===== config.mk =====
export PLATFORM = sky130hd
export DESIGN_NAME = crbc_top
export DESIGN_NICKNAME = d
export VERILOG_FILES = /design/src/crbc_pkg.sv /design/src/crbc_stream_if.sv /design/src/crbc_fifo.sv /design/src/crbc_top.sv
export VERILOG_INCLUDE_DIRS = /design/src
export SDC_FILE = /design/constraint.sdc
export NUM_CORES = 1
export LEC_CHECK = 0
export BUFFER_PORTS_ARGS = -buffer_cell sky130_fd_sc_hd__buf_4
export CAP_MARGIN = 20
export CORE_MARGIN = 2
export CORE_UTILIZATION = 50
export CTS_BUF_LIST = sky130_fd_sc_hd__clkbuf_2 sky130_fd_sc_hd__clkbuf_4 sky130_fd_sc_hd__clkbuf_8
export DETAILED_ROUTE_END_ITERATION = 6
export PLACE_DENSITY = 0.64
export SLEW_MARGIN = 10
export SYNTH_ARGS = -nofsm -noshare
export SYNTH_HDL_FRONTEND = slang
export SYNTH_SLANG_ARGS = --single-unit

===== constraint.sdc =====
create_clock -name clk_sys_i -period 4.1 [get_ports clk_sys_i]
set_input_delay 0.615 -clock clk_sys_i [delete_from_list [all_inputs] [get_ports clk_sys_i]]
set_output_delay 0.615 -clock clk_sys_i [all_outputs]
set_load 0.005 [all_outputs]

===== src/crbc_cfg.svh =====
/*
 * offsets, field positions, reset values and write masks of the receive
 * buffer control block; assumes an 8-bit register port with byte offsets.
 */
`ifndef CRBC_CFG_SVH
`define CRBC_CFG_SVH

`define CRBC_OFS_PIN_CTRL 8'h0c
`define CRBC_OFS_INT_EN 8'h2b
`define CRBC_OFS_INT_FLAG 8'h2c
`define CRBC_OFS_ERR_FLAG 8'h2d
`define CRBC_OFS_HIGH_PRIORITY_BUFFER_CTRL 8'h60
`define CRBC_OFS_HIGH_PRIORITY_BUFFER_SIDH 8'h61
`define CRBC_OFS_HIGH_PRIORITY_BUFFER_SIDL 8'h62
`define CRBC_OFS_LOW_PRIORITY_BUFFER_CTRL 8'h70
`define CRBC_OFS_LOW_PRIORITY_BUFFER_SIDH 8'h71
`define CRBC_OFS_LOW_PRIORITY_BUFFER_SIDL 8'h72

`define CRBC_RST_REG 8'h00
`define CRBC_WMASK_CTRL0 8'h64
`define CRBC_WMASK_CTRL1 8'h60
`define CRBC_WMASK_PIN_CTRL 8'h3f
`define CRBC_WMASK_INT 8'h23
`define CRBC_WMASK_ERR_FLAG 8'hc0

`define CRBC_BIT_PIN_MODE 0
`define CRBC_BIT_PIN_EN 2
`define CRBC_BIT_PIN_LVL 4
`define CRBC_BIT_RX0_FULL 0
`define CRBC_BIT_RX1_FULL 1
`define CRBC_BIT_ERR_INT 5
`define CRBC_BIT_OVR0 6
`define CRBC_BIT_OVR1 7
`define CRBC_BIT_ROLLOVER_ENABLE 2

`define CRBC_MODE_ANY 2'b11
`define CRBC_MODE_EXT 2'b10
`define CRBC_MODE_STD 2'b01

`define CRBC_FIFO_DEPTH 16
`define CRBC_NUM_FILT 6

`endif


===== src/crbc_pkg.sv =====
/*
 * types shared by the receive buffer control block;
 * assumes crbc_cfg.svh is on the include path.
 */
package crbc_pkg;
`include "crbc_cfg.svh"

   typedef struct packed {
      logic [10:0] standard_identifier;
      logic srr;
      logic ide;
      logic [1:0] extended_identifier;
      logic rtr;
   } crbc_id_s;

   typedef struct packed {
      crbc_id_s id;
      logic err;
      logic [`CRBC_NUM_FILT-1:0] id_match;
      logic [`CRBC_NUM_FILT-1:0] data_match;
   } crbc_msg_s;

   localparam int CRBC_MSG_W = $bits(crbc_msg_s);
endpackage


===== src/crbc_stream_if.sv =====
/*
 * valid/ready carrier between the top module and its message fifo;
 * assumes both ends run on the same clock.
 */
`timescale 1ns/100ps
interface crbc_stream_if #(parameter int W = 8);
   logic valid;
   logic ready;
   logic [W-1:0] data;
   modport src (output valid, output data, input ready);
   modport snk (input valid, input data, output ready);
endinterface


===== src/crbc_fifo.sv =====
/*
 * message fifo, flip-flop storage, registered valid and ready;
 * assumes a single clock and an active-low asynchronous reset.
 */
`timescale 1ns/100ps
module crbc_fifo #(
   parameter int W = 8,
   parameter int DEPTH = 16
) (
   input wire logic clk_sys_i,
   input wire logic rstn_i,
   crbc_stream_if.snk in_if,
   crbc_stream_if.src out_if
);
   localparam int AW = $clog2(DEPTH);
   logic [W-1:0] mem_reg [DEPTH];
   logic [AW-1:0] wr_reg, wr_next, rd_reg, rd_next;
   logic [AW:0] cnt_reg, cnt_next;
   logic in_rdy_reg, in_rdy_next, out_vld_reg, out_vld_next;
   logic push, pop;

   assign push = in_if.valid && in_rdy_reg;
   assign pop = out_vld_reg && out_if.ready;
   assign in_if.ready = in_rdy_reg;
   assign out_if.valid = out_vld_reg;
   assign out_if.data = mem_reg[rd_reg];

   always_comb begin
      wr_next = push ? wr_reg + 1'b1 : wr_reg;
      rd_next = pop ? rd_reg + 1'b1 : rd_reg;
      cnt_next = cnt_reg + {{AW{1'b0}}, push} - {{AW{1'b0}}, pop};
      in_rdy_next = cnt_next != (AW+1)'(DEPTH);
      out_vld_next = cnt_next != '0;
   end

   always_ff @(posedge clk_sys_i or negedge rstn_i) begin
      if (!rstn_i) begin
         wr_reg <= '0;
         rd_reg <= '0;
         cnt_reg <= '0;
         in_rdy_reg <= 1'b0;
         out_vld_reg <= 1'b0;
      end else begin
         wr_reg <= wr_next;
         rd_reg <= rd_next;
         cnt_reg <= cnt_next;
         in_rdy_reg <= in_rdy_next;
         out_vld_reg <= out_vld_next;
      end
   end

   // storage has no reset, only written on push
   always_ff @(posedge clk_sys_i) begin
      if (push) begin
         mem_reg[wr_reg] <= in_if.data;
      end
   end
endmodule // crbc_fifo


===== src/crbc_top.sv =====
/*
 * receive buffer control: acceptance of assembled messages into two
 * prioritized receive buffers, rollover, overflow, receive flags, the
 * interrupt output and the two buffer-full pins with their register map.
 * assumes the protocol engine and the filter compare logic run on
 * clk_sys_i and hand over one finished message per valid/ready beat, and
 * that a command decoder on the host side drives the register port.
 */
`timescale 1ns/100ps
module crbc_top
   import crbc_pkg::*;
(
   input wire logic clk_sys_i,
   input wire logic rstn_i,
   input wire logic reg_wr_i,
   input wire logic reg_rd_i,
   input wire logic [7:0] reg_addr_i,
   input wire logic [7:0] reg_wdata_i,
   input wire logic [7:0] reg_mask_i,
   output logic [7:0] reg_rdata_o,
   input wire logic msg_valid_i,
   output logic msg_ready_o,
   input wire logic msg_err_i,
   input wire logic [10:0] msg_sid_i,
   input wire logic msg_srr_i,
   input wire logic msg_ide_i,
   input wire logic [1:0] msg_eid_i,
   input wire logic msg_rtr_i,
   input wire logic [5:0] msg_id_match_i,
   input wire logic [5:0] msg_data_match_i,
   input wire logic [5:0] filt_ext_i,
   output logic err_frame_o,
   output logic int_n_o,
   output logic [1:0] full_pin_o,
   output logic [1:0] full_pin_oe_o
);
   // masked write as used by both plain write and bit-modify
   function automatic logic [7:0] bit_mod(input logic [7:0] old, input logic [7:0] wmask);
      logic [7:0] m;
      m = reg_mask_i & wmask;
      return (old & ~m) | (reg_wdata_i & m);
   endfunction

   // one filter of one buffer against the message
   function automatic logic filt_ok(input logic [1:0] mode, input crbc_msg_s m, input int k);
      logic r;
      r = 1'b0;
      if (mode == `CRBC_MODE_ANY) begin
         r = 1'b1;
      end else if (m.err) begin
         r = 1'b0;
      end else if (m.id.ide) begin
         r = (mode != `CRBC_MODE_STD) && m.id_match[k] && filt_ext_i[k];
      end else begin
         r = (mode != `CRBC_MODE_EXT) && m.id_match[k] && !filt_ext_i[k]
             && ((mode == `CRBC_MODE_STD) || m.data_match[k]);
      end
      return r;
   endfunction

   logic msg_in_rdy, msg_push;
   crbc_stream_if #(.W(CRBC_MSG_W)) in_if ();
   crbc_stream_if #(.W(CRBC_MSG_W)) out_if ();

   crbc_fifo #(.W(CRBC_MSG_W), .DEPTH(`CRBC_FIFO_DEPTH)) u_fifo (
      .clk_sys_i(clk_sys_i),
      .rstn_i(rstn_i),
      .in_if(in_if),
      .out_if(out_if)
   );

   crbc_msg_s head;
   assign in_if.valid = msg_valid_i;
   assign in_if.data = {msg_sid_i, msg_srr_i, msg_ide_i, msg_eid_i, msg_rtr_i, msg_err_i,
                        msg_id_match_i, msg_data_match_i};
   assign msg_in_rdy = in_if.ready;
   assign msg_ready_o = msg_in_rdy;
   assign msg_push = msg_valid_i && msg_in_rdy;
   assign head = out_if.data;
   // drain waits while the host writes the flag register
   assign out_if.ready = !(reg_wr_i && reg_addr_i == `CRBC_OFS_INT_FLAG);

   // register state
   logic [7:0] pin_ctrl_reg, pin_ctrl_next, int_en_reg, int_en_next;
   logic [7:0] int_flag_reg, int_flag_next, err_flag_reg, err_flag_next;
   logic [7:0] ctrl0_reg, ctrl0_next, ctrl1_reg, ctrl1_next;
   logic [2:0] filhit1_reg, filhit1_next;
   logic filhit0_reg, filhit0_next;
   logic [1:0] rtr_reg, rtr_next;
   crbc_id_s id0_reg, id0_next, id1_reg, id1_next;
   logic [7:0] rdata_reg, rdata_next;
   logic err_frame_reg, err_frame_next, int_n_reg, int_n_next;
   logic [1:0] pin_reg, pin_next, pin_oe_reg, pin_oe_next;

   // acceptance decision for the head message
   logic pop, hit0, hit1, high_priority_buffer_full, low_priority_buffer_full;
   logic load0, load1, ovr0, ovr1, hit0_code;
   logic [2:0] hit1_code, load1_code;
   logic [5:0] ok;

   always_comb begin
      pop = out_if.valid && out_if.ready;
      high_priority_buffer_full = int_flag_reg[`CRBC_BIT_RX0_FULL];
      low_priority_buffer_full = int_flag_reg[`CRBC_BIT_RX1_FULL];
      for (int k = 0; k < `CRBC_NUM_FILT; k++) begin
         ok[k] = filt_ok((k < 2) ? ctrl0_reg[6:5] : ctrl1_reg[6:5], head, k);
      end
      hit0 = ok[0] || ok[1];
      hit0_code = !ok[0];
      hit1 = |ok[5:2];
      hit1_code = 3'h5;
      for (int k = 5; k >= 2; k--) begin
         if (ok[k]) begin
            hit1_code = 3'(k);
         end
      end
      load0 = 1'b0;
      load1 = 1'b0;
      ovr0 = 1'b0;
      ovr1 = 1'b0;
      load1_code = hit1_code;
      if (pop && hit0) begin
         if (!high_priority_buffer_full) begin
            load0 = 1'b1;
         end else if (ctrl0_reg[`CRBC_BIT_ROLLOVER_ENABLE]) begin
            load1_code = {2'h0, hit0_code};
            if (!low_priority_buffer_full) begin
               load1 = 1'b1;
            end else begin
               ovr1 = 1'b1;
            end
         end else begin
            ovr0 = 1'b1;
         end
      end else if (pop && hit1) begin
         if (!low_priority_buffer_full) begin
            load1 = 1'b1;
         end else begin
            ovr1 = 1'b1;
         end
      end
   end

   // host writes, then hardware events; a set wins over a host clear
   always_comb begin
      logic wr;
      wr = reg_wr_i;
      pin_ctrl_next = pin_ctrl_reg;
      int_en_next = int_en_reg;
      int_flag_next = int_flag_reg;
      err_flag_next = err_flag_reg;
      ctrl0_next = ctrl0_reg;
      ctrl1_next = ctrl1_reg;
      if (wr) begin
         case (reg_addr_i)
            `CRBC_OFS_PIN_CTRL: pin_ctrl_next = bit_mod(pin_ctrl_reg, `CRBC_WMASK_PIN_CTRL);
            `CRBC_OFS_INT_EN: int_en_next = bit_mod(int_en_reg, `CRBC_WMASK_INT);
            `CRBC_OFS_INT_FLAG: int_flag_next = bit_mod(int_flag_reg, `CRBC_WMASK_INT);
            `CRBC_OFS_ERR_FLAG: err_flag_next = bit_mod(err_flag_reg, `CRBC_WMASK_ERR_FLAG);
            `CRBC_OFS_HIGH_PRIORITY_BUFFER_CTRL: ctrl0_next = bit_mod(ctrl0_reg, `CRBC_WMASK_CTRL0);
            `CRBC_OFS_LOW_PRIORITY_BUFFER_CTRL: ctrl1_next = bit_mod(ctrl1_reg, `CRBC_WMASK_CTRL1);
            default: ;
         endcase
      end
      if (load0) begin
         int_flag_next[`CRBC_BIT_RX0_FULL] = 1'b1;
      end
      if (load1) begin
         int_flag_next[`CRBC_BIT_RX1_FULL] = 1'b1;
      end
      if (ovr0) begin
         err_flag_next[`CRBC_BIT_OVR0] = 1'b1;
      end
      if (ovr1) begin
         err_flag_next[`CRBC_BIT_OVR1] = 1'b1;
      end
      if (ovr0 || ovr1) begin
         int_flag_next[`CRBC_BIT_ERR_INT] = 1'b1;
      end
   end

   // stored message fields and status bits
   always_comb begin
      id0_next = id0_reg;
      id1_next = id1_reg;
      filhit0_next = filhit0_reg;
      filhit1_next = filhit1_reg;
      rtr_next = rtr_reg;
      if (load0) begin
         id0_next = head.id;
         filhit0_next = hit0_code;
         rtr_next[0] = head.id.ide ? head.id.rtr : head.id.srr;
      end
      if (load1) begin
         id1_next = head.id;
         filhit1_next = load1_code;
         rtr_next[1] = head.id.ide ? head.id.rtr : head.id.srr;
      end
   end

   // read data, error frame, interrupt and pins
   always_comb begin
      logic [1:0] irq_mode;
      irq_mode = pin_ctrl_reg[3:2] & pin_ctrl_reg[1:0];
      rdata_next = rdata_reg;
      if (reg_rd_i) begin
         case (reg_addr_i)
            `CRBC_OFS_PIN_CTRL: rdata_next = {2'h0, pin_ctrl_reg[5:4] & ~irq_mode,
                                              pin_ctrl_reg[3:0]};
            `CRBC_OFS_INT_EN: rdata_next = int_en_reg;
            `CRBC_OFS_INT_FLAG: rdata_next = int_flag_reg;
            `CRBC_OFS_ERR_FLAG: rdata_next = err_flag_reg;
            `CRBC_OFS_HIGH_PRIORITY_BUFFER_CTRL: rdata_next = {1'b0, ctrl0_reg[6:5], 1'b0, rtr_reg[0],
                                               ctrl0_reg[2], ctrl0_reg[2],
                                               filhit0_reg};
            `CRBC_OFS_LOW_PRIORITY_BUFFER_CTRL: rdata_next = {1'b0, ctrl1_reg[6:5], 1'b0, rtr_reg[1],
                                               filhit1_reg};
            `CRBC_OFS_HIGH_PRIORITY_BUFFER_SIDH: rdata_next = id0_reg.standard_identifier[10:3];
            `CRBC_OFS_LOW_PRIORITY_BUFFER_SIDH: rdata_next = id1_reg.standard_identifier[10:3];
            `CRBC_OFS_HIGH_PRIORITY_BUFFER_SIDL: rdata_next = {id0_reg.standard_identifier[2:0], id0_reg.srr, id0_reg.ide,
                                               1'b0, id0_reg.extended_identifier};
            `CRBC_OFS_LOW_PRIORITY_BUFFER_SIDL: rdata_next = {id1_reg.standard_identifier[2:0], id1_reg.srr, id1_reg.ide,
                                               1'b0, id1_reg.extended_identifier};
            default: rdata_next = 8'h00;
         endcase
      end
      err_frame_next = msg_push && msg_err_i;
      int_n_next = !(|(int_flag_reg & int_en_reg & `CRBC_WMASK_INT));
      for (int n = 0; n < 2; n++) begin
         pin_oe_next[n] = pin_ctrl_reg[`CRBC_BIT_PIN_EN + n];
         if (pin_ctrl_reg[`CRBC_BIT_PIN_MODE + n]) begin
            pin_next[n] = !int_flag_reg[n];
         end else begin
            pin_next[n] = pin_ctrl_reg[`CRBC_BIT_PIN_LVL + n];
         end
      end
   end

   always_ff @(posedge clk_sys_i or negedge rstn_i) begin
      if (!rstn_i) begin
         pin_ctrl_reg <= `CRBC_RST_REG;
         int_en_reg <= `CRBC_RST_REG;
         int_flag_reg <= `CRBC_RST_REG;
         err_flag_reg <= `CRBC_RST_REG;
         ctrl0_reg <= `CRBC_RST_REG;
         ctrl1_reg <= `CRBC_RST_REG;
         filhit0_reg <= 1'b0;
         filhit1_reg <= 3'h0;
         rtr_reg <= 2'h0;
         id0_reg <= '0;
         id1_reg <= '0;
         rdata_reg <= 8'h00;
         err_frame_reg <= 1'b0;
         int_n_reg <= 1'b1;
         pin_reg <= 2'h3;
         pin_oe_reg <= 2'h0;
      end else begin
         pin_ctrl_reg <= pin_ctrl_next;
         int_en_reg <= int_en_next;
         int_flag_reg <= int_flag_next;
         err_flag_reg <= err_flag_next;
         ctrl0_reg <= ctrl0_next;
         ctrl1_reg <= ctrl1_next;
         filhit0_reg <= filhit0_next;
         filhit1_reg <= filhit1_next;
         rtr_reg <= rtr_next;
         id0_reg <= id0_next;
         id1_reg <= id1_next;
         rdata_reg <= rdata_next;
         err_frame_reg <= err_frame_next;
         int_n_reg <= int_n_next;
         pin_reg <= pin_next;
         pin_oe_reg <= pin_oe_next;
      end
   end

   assign reg_rdata_o = rdata_reg;
   assign err_frame_o = err_frame_reg;
   assign int_n_o = int_n_reg;
   assign full_pin_o = pin_reg;
   assign full_pin_oe_o = pin_oe_reg;
endmodule // crbc_top


# Yosys cells after proc, flatten, opt, wreduce, memory -nomap -nowiden
# Memory sizes are Yosys's and may differ from the RTL's.
# Cells that the tools add are included.
[classes]
add_sub_neg = 4
n_eq_ne = 19
muxes = 54
bitwise = 26
reduce_logical = 79
[ops]
columns = ["cell", "n"]
rows = [
  ["$pmux 8 s10", 1],
  ["$and 8x8->8", 7],
  ["$eq 8x7->1 const B", 6],
  ["$or 8x8->8", 6],
  ["$mux 1", 44],
  ["$logic_and 1x1->1", 36],
  ["$eq 8x6->1 const B", 3],
  ["$reduce_and 2->1", 11],
  ["$reduce_bool 2->1", 10],
  ["$and 8x6->8", 2],
  ["$and 8x7->8", 2],
  ["$mux 8", 2],
  ["$not 6->8", 2],
  ["$not 7->8", 2],
  ["$mux 3", 5],
  ["$mux 6", 2],
  ["$logic_not 1->1", 11],
  ["$add 4x1->4 const B", 2],
  ["$eq 8x4->1 const B", 1],
  ["$logic_or 1x1->1", 8],
  ["$not 8->8", 1],
  ["$and 6x6->6", 1],
  ["$add 5x1->5", 1],
  ["$ne 5x5->1 const B", 1],
  ["other kinds (10)", 15],
]
[totals]
reg_bits = 113
ramBits = 464
out_inout_bits = 15
word_cells = 216
n_memories = 1
[mem_list]
columns = ["memory", "words", "word_bits", "read_ports", "rd_clocked_by_memory_dff", "write_ports", "line", "rtl"]
rows = [
  ["u_fifo.mem_reg", 16, 29, 1, 0, 1, "crbc_fifo.sv:16", "logic [W-1:0] mem_reg [DEPTH];"],
]

# Logic depth before layout (Yosys ltp)
[logic_depth]
word_depth = 14
mapped_depth = 16
mapped_depth_nobuf = 16

# Hierarchy
# A second synthesis with hierarchy kept.
[unflattened]
cells_unflattened = 1264
area_unflattened_um2 = 22218.8
[modules_own_cells]
columns = ["mod", "n_inst", "cells_per_inst", "area_per_inst_um2", "seq_area_each_um2"]
rows = [
  ["crbc_fifo", 1, 934, 18534.0, 14308.7],
  ["crbc_top", 1, 330, 3684.8, 1730.4],
]

# Worst setup path after synthesis
# No wires, ideal clock.
[synth_path]
kind = "input-to-reg"
from = "input msg_valid_i"
to = "memory u_fifo.mem_reg[3][0] (netlist bit), enable pin"
setup_ns = 0.451
arrival_ns = 3.174
path_slack_ns = 0.475
stages = 4
n_path_buf = 1
cell_sequence = "and2_1 -> clkbuf_1 -> nand2_1 -> nor3_1"
[synth_via]
elab_chain_len = 3
[synth_rtl]
columns = ["element", "line", "rtl"]
rows = [
  ["from (decl)", "crbc_top.sv:21", "input wire logic msg_valid_i,"],
  ["$logic_and 1x1->1", "--", ""],
  ["named net msg_push", "crbc_top.sv:61", "logic msg_in_rdy, msg_push;"],
  ["$mux 1", "crbc_fifo.sv:54", "if (push) begin"],
  ["$mux 1 (not written as such)", "crbc_fifo.sv:55", "mem_reg[wr_reg] <= in_if.data;"],
  ["to (decl)", "crbc_fifo.sv:16", ""],
]
# The timed path passes the listed nets, and every way through them passes these cells.

# Worst setup path after layout
[layout_path]
from = "register u_fifo.rd_reg[0]"
to = "register id1_reg[7] (netlist bit)"
[layout_via]
elab_chain_len = 11
elab_cells_between_ends = 61
[layout_rtl]
columns = ["element", "line", "rtl"]
rows = [
  ["from (decl)", "crbc_fifo.sv:17", "logic [AW-1:0] wr_reg, wr_next, rd_reg, rd_next;"],
  ["from (signal assigned)", "crbc_fifo.sv:45", "rd_reg <= rd_next;"],
  ["$mem_v2 16x29 *", "--", ""],
  ["$logic_and 1x1->1 (3 in series)", "crbc_top.sv:55", "r = (mode != `CRBC_MODE_EXT) && m.id_match[k] && !filt_ext_i[k]"],
  ["$mux 1", "crbc_top.sv:52", "end else if (m.id.ide) begin"],
  ["$mux 1", "crbc_top.sv:50", "end else if (m.err) begin"],
  ["$mux 1", "crbc_top.sv:48", "if (mode == `CRBC_MODE_ANY) begin"],
  ["$reduce_or 4->1", "crbc_top.sv:110", "hit1 = |ok[5:2];"],
  ["$logic_and 1x1->1", "crbc_top.sv:135", "end else if (pop && hit1) begin"],
  ["$mux 1", "crbc_top.sv:135", ""],
  ["$mux 1", "crbc_top.sv:122", "if (pop && hit0) begin"],
  ["to (signal assigned)", "crbc_top.sv:268", "id1_reg <= id1_next;"],
  ["to (decl)", "crbc_top.sv:90", "crbc_id_s id0_reg, id0_next, id1_reg, id1_next;"],
]
# Mark *: on every way between the ends. The rest lies on a longest branch, timed or not.
# A chain may end at the register's enable or synchronous reset.

==> flow_summary_export.csv <==
group,metric,value,unit
run_status,outcome,"completed",
cells_and_area,synthToLayoutAreaGrowth,15.7,%
synth,ys_seq_area_frac,0.730,
power,netSwitchingFraction,0.309,
worst_setup_path,crit_chain,"buf_12 -> buf_12 -> mux4_2 -> mux4_2 -> o211ai_2 -> a31o_2 -> a31oi_4 -> nand2_4 -> mux2_1",
cells_and_area,largest_reg_flops,464,
clock_tree,ctsHtreeMaxLevel,3,
flow_run,cap_violations,0,
worst_setup_path,reg2reg_depth,9,
timing,relSlewSlack,0.388,
detailed_routing,dr.pass1.iters,7,
cells_and_area,fillers,3218,
detailed_routing,vias,11600,
worst_hold_path,min_path_type,"input pin to register",
timing,hold_viol,0,
worst_setup_path,rrSetupSlack,0.50,ns
power,p_leak,8.76,nW
worst_hold_path,min_to,"err_flag_reg[7]",
floorplanning,start_util,0.508,
timing,rsz0062_at_grt,"false",
grt,grt_max_degree,85,
floorplanning,die_x,214,um
worst_setup_path,crit_path_start_kind,"register",
grt,first_global_vias,11500,
worst_setup_path,r2r_end,"id1_reg[7]",
timing,skew,0.0256,ns
floorplanning,row_count,76,
power,power.density,680,nW/um^2
synth,synthCells,1140,
power,pwr-share-clk,0.283,
power,comb_power_share,0.298,
worst_setup_path,cp.required,4.62,ns
floorplanning,die_area,45600,sq um
worst_setup_path,crit_family,"multiplexers",
clock_tree,clk_pin_slew,0.07,ns
clock_tree,root_buffer,"clkbuf_8",
worst_hold_path,hold_depth,3,
worst_setup_path,crit_arrival,4.12,ns
timing,fin_crit,3.60,ns
floorplanning,io_pins,79,
worst_hold_path,worstHoldStart,"reg_wdata_i[7]",
synth,yosysWarningCount,0,
power,power_switching,0.00535,W
detailed_routing,drc,0,
clock_tree,clock_sinks,548,
clock_tree,insertion_delay,0.65,ns
worst_setup_path,crit_fanout,27,
clock_tree,cts_buffers,87,
synth,yosysTopAreaCellShare,0.634,
detailed_routing,wl_per_cell,26.1,um
power,p_seq_frac,0.419,
cells_and_area,final_nets,1377,
timing,fmax,0.278,GHz
timing,setup_violations,0,
detailed_routing,drt_iter0_drc,1233,
synth,synth_edf_count,464,
synth,synth.area.top_cells,"edfxtp_1 (63%), mux4_2 (12%), dfrtp_1 (9.2%)",
power,p_int,0.0119,W
synth,synthArstFlopShare,0.153,
synth,synthFlopType,"edfxtp_1",
synth,yosys.area.top_type,"edfxtp_1",
synth,yosys-top-cells-count,"edfxtp_1 (464), mux4_2 (117), dfrtp_1 (81)",
floorplanning,die_h,214,um
detailed_routing,routed_via_density,5.94,
clock_tree,cts_tree,"built",
timing,fin_setup_tns,0,ns
placement,place_hpwl,29500,um
power,vdd_drop_max,267,uV
timing,final_max_slew_viol_count,0,
worst_setup_path,critPathKind,"register to register",
grt,grt_pass1_wl,75900,um
worst_setup_path,path_buf_inv,2,
worst_setup_path,crit_slowest_cell,"dfrtp_4",
timing,worst_slew_pin_slew,0.917,ns
clock_tree,cts_resized,0,
synth,synth.distinct_cells,68,
synth,yosys.cell_count.top_type,"edfxtp_1",
placement,port_buffers,78,
worst_setup_path,cp_slowest_stage_delay,0.59,ns
timing,finalCritPeriodShare,0.879,
synth,syn_nets,1215,
clock_tree,cts_buffer_depth,3,
placement,routabilityCongestion,0.834,
floorplanning,core_area,43300,sq um
worst_setup_path,worst_setup_path_end_kind,"register",
cells_and_area,layout-drive-gt1-share,0.324,
detailed_routing,wl,51000,um
synth,netlist_area,22000,sq um
grt,track_usage,0.233,
timing,holdWs,0.190,ns
grt,antenna_found_initial,2,
synth,postSynthAreaPerCell,19.3,sq um
detailed_routing,antenna_left,0,
synth,synth_seq_cells,548,
grt,gr-total-overflow,0,
worst_setup_path,r2r_start,"u_fifo.rd_reg[0]",
-- power by group through the flow --
stage | combinational [W] | clock, W | sequential (W)
finish | 0.00516 | 0.00488 | 0.00724
global route | 0.00554 | 0.00526 | 0.00732
CTS | 0.00520 | 0.00499 | 0.00725
detailed placement | 0.00518 | 0 | 0.00735
global placement | 0.00516 | 0 | 0.00733
floorplan | 0.00370 | 0 | 0.00711
-- layer usage --
| layer | vias up | wire [um] | track usage |
|---|---|---|---|
| met5 | - | 13 | 0 |
| met4 | 2 | 1090 | 0.0795 |
| met3 | 61 | 3670 | 0.0451 |
| met2 | 467 | 24000 | 0.353 |
| met1 | 6091 | 22300 | 0.343 |
| li1 | 5016 | - | - |
-- placed cells by master (no fill, tap or decap), types with 7 or more instances in the layout --
master,synthesis,final
dfrtp_1,81,78
clkbuf_8,0,97
mux2_2,25,25
a222oi_1,9,9
inv_1,28,28
nor2_4,0,12
xnor2_1,10,10
buf_12,1,7
a31oi_1,9,9
ha_1,10,10
buf_4,3,113
mux4_2,117,117
nand3_1,28,28
nor2b_1,9,9
o21ai_0,7,7
nand2b_1,8,8
nor3b_1,10,10
and3_1,10,10
nand2_1,47,47
clkinv_2,0,8
a22oi_1,19,19
mux2i_1,28,28
mux2_1,12,12
a21oi_1,8,8
clkbuf_4,0,27
nor2_1,38,26
edfxtp_1,464,464
a221oi_1,12,12
o22ai_1,8,8
clkinv_1,0,17
-- worst max path at each step --
stage / from / to / slack (ns) / cells after the start
after floorplan: msg_valid_i / u_fifo.mem_reg[3][0] / 0.47 / 4
after global placement: reg_addr_i[4] / u_fifo.in_if.ready / 0.51 / 15
after detailed placement: reg_addr_i[4] / u_fifo.out_if.valid / 0.40 / 15
after CTS: u_fifo.rd_reg[0] / id1_reg[7] / 0.49 / 11
after global routing: u_fifo.rd_reg[0] / id1_reg[6] / 0.21 / 11
final: u_fifo.rd_reg[0] / id1_reg[7] / 0.50 / 9
-- worst register-to-register path: cells and delay by family, from the launching register on --
family | cells | cell delay [ns]
mux | 3 | 1.48
compound gates | 3 | 0.60
flops | 1 | 0.59
buf+inv | 2 | 0.52
simple gates | 1 | 0.29
-- final cells by class --
type	count	area, sq um	share of cell area
diodes	1	2.50	0.0000984
clock buffers	124	1540	0.0605
clock inverters	35	317	0.0124
inverters	29	109	0.00428
multi-input cells	513	5650	0.222
flip-flops and latches	548	16000	0.631
well taps	585	732	0.0288
repair buffers	123	1030	0.0405
-- timing repair --
action                    CTS  global route
hold endpoints to repair    0            21
setup buffers               0             0
hold buffers                0             1
-- through the flow --
step,area [sq um],util,power (W),worst slack (ns),std cells
after detailed placement,23500,0.544,0.0125,0.395,1796
final,25400,0.588,0.0173,0.497,1958
after global routing,25400,0.588,0.0181,0.213,1957
after floorplan,22000,-,0.0108,0.475,1140
after CTS,25400,0.587,0.0174,0.490,1955
after global placement,23500,0.544,0.0125,0.507,1795
-- cell families after synthesis --
| kind of cell | synth area share |
|---|---|
| buf+inv | 0.0179 |
| compound gates | 0.0382 |
| xor+xnor | 0.00399 |
| mux | 0.156 |
| fa+ha+maj | 0.00661 |
| flops | 0.730 |
| simple gates | 0.0477 |
(Power assumes the default switching activity.)
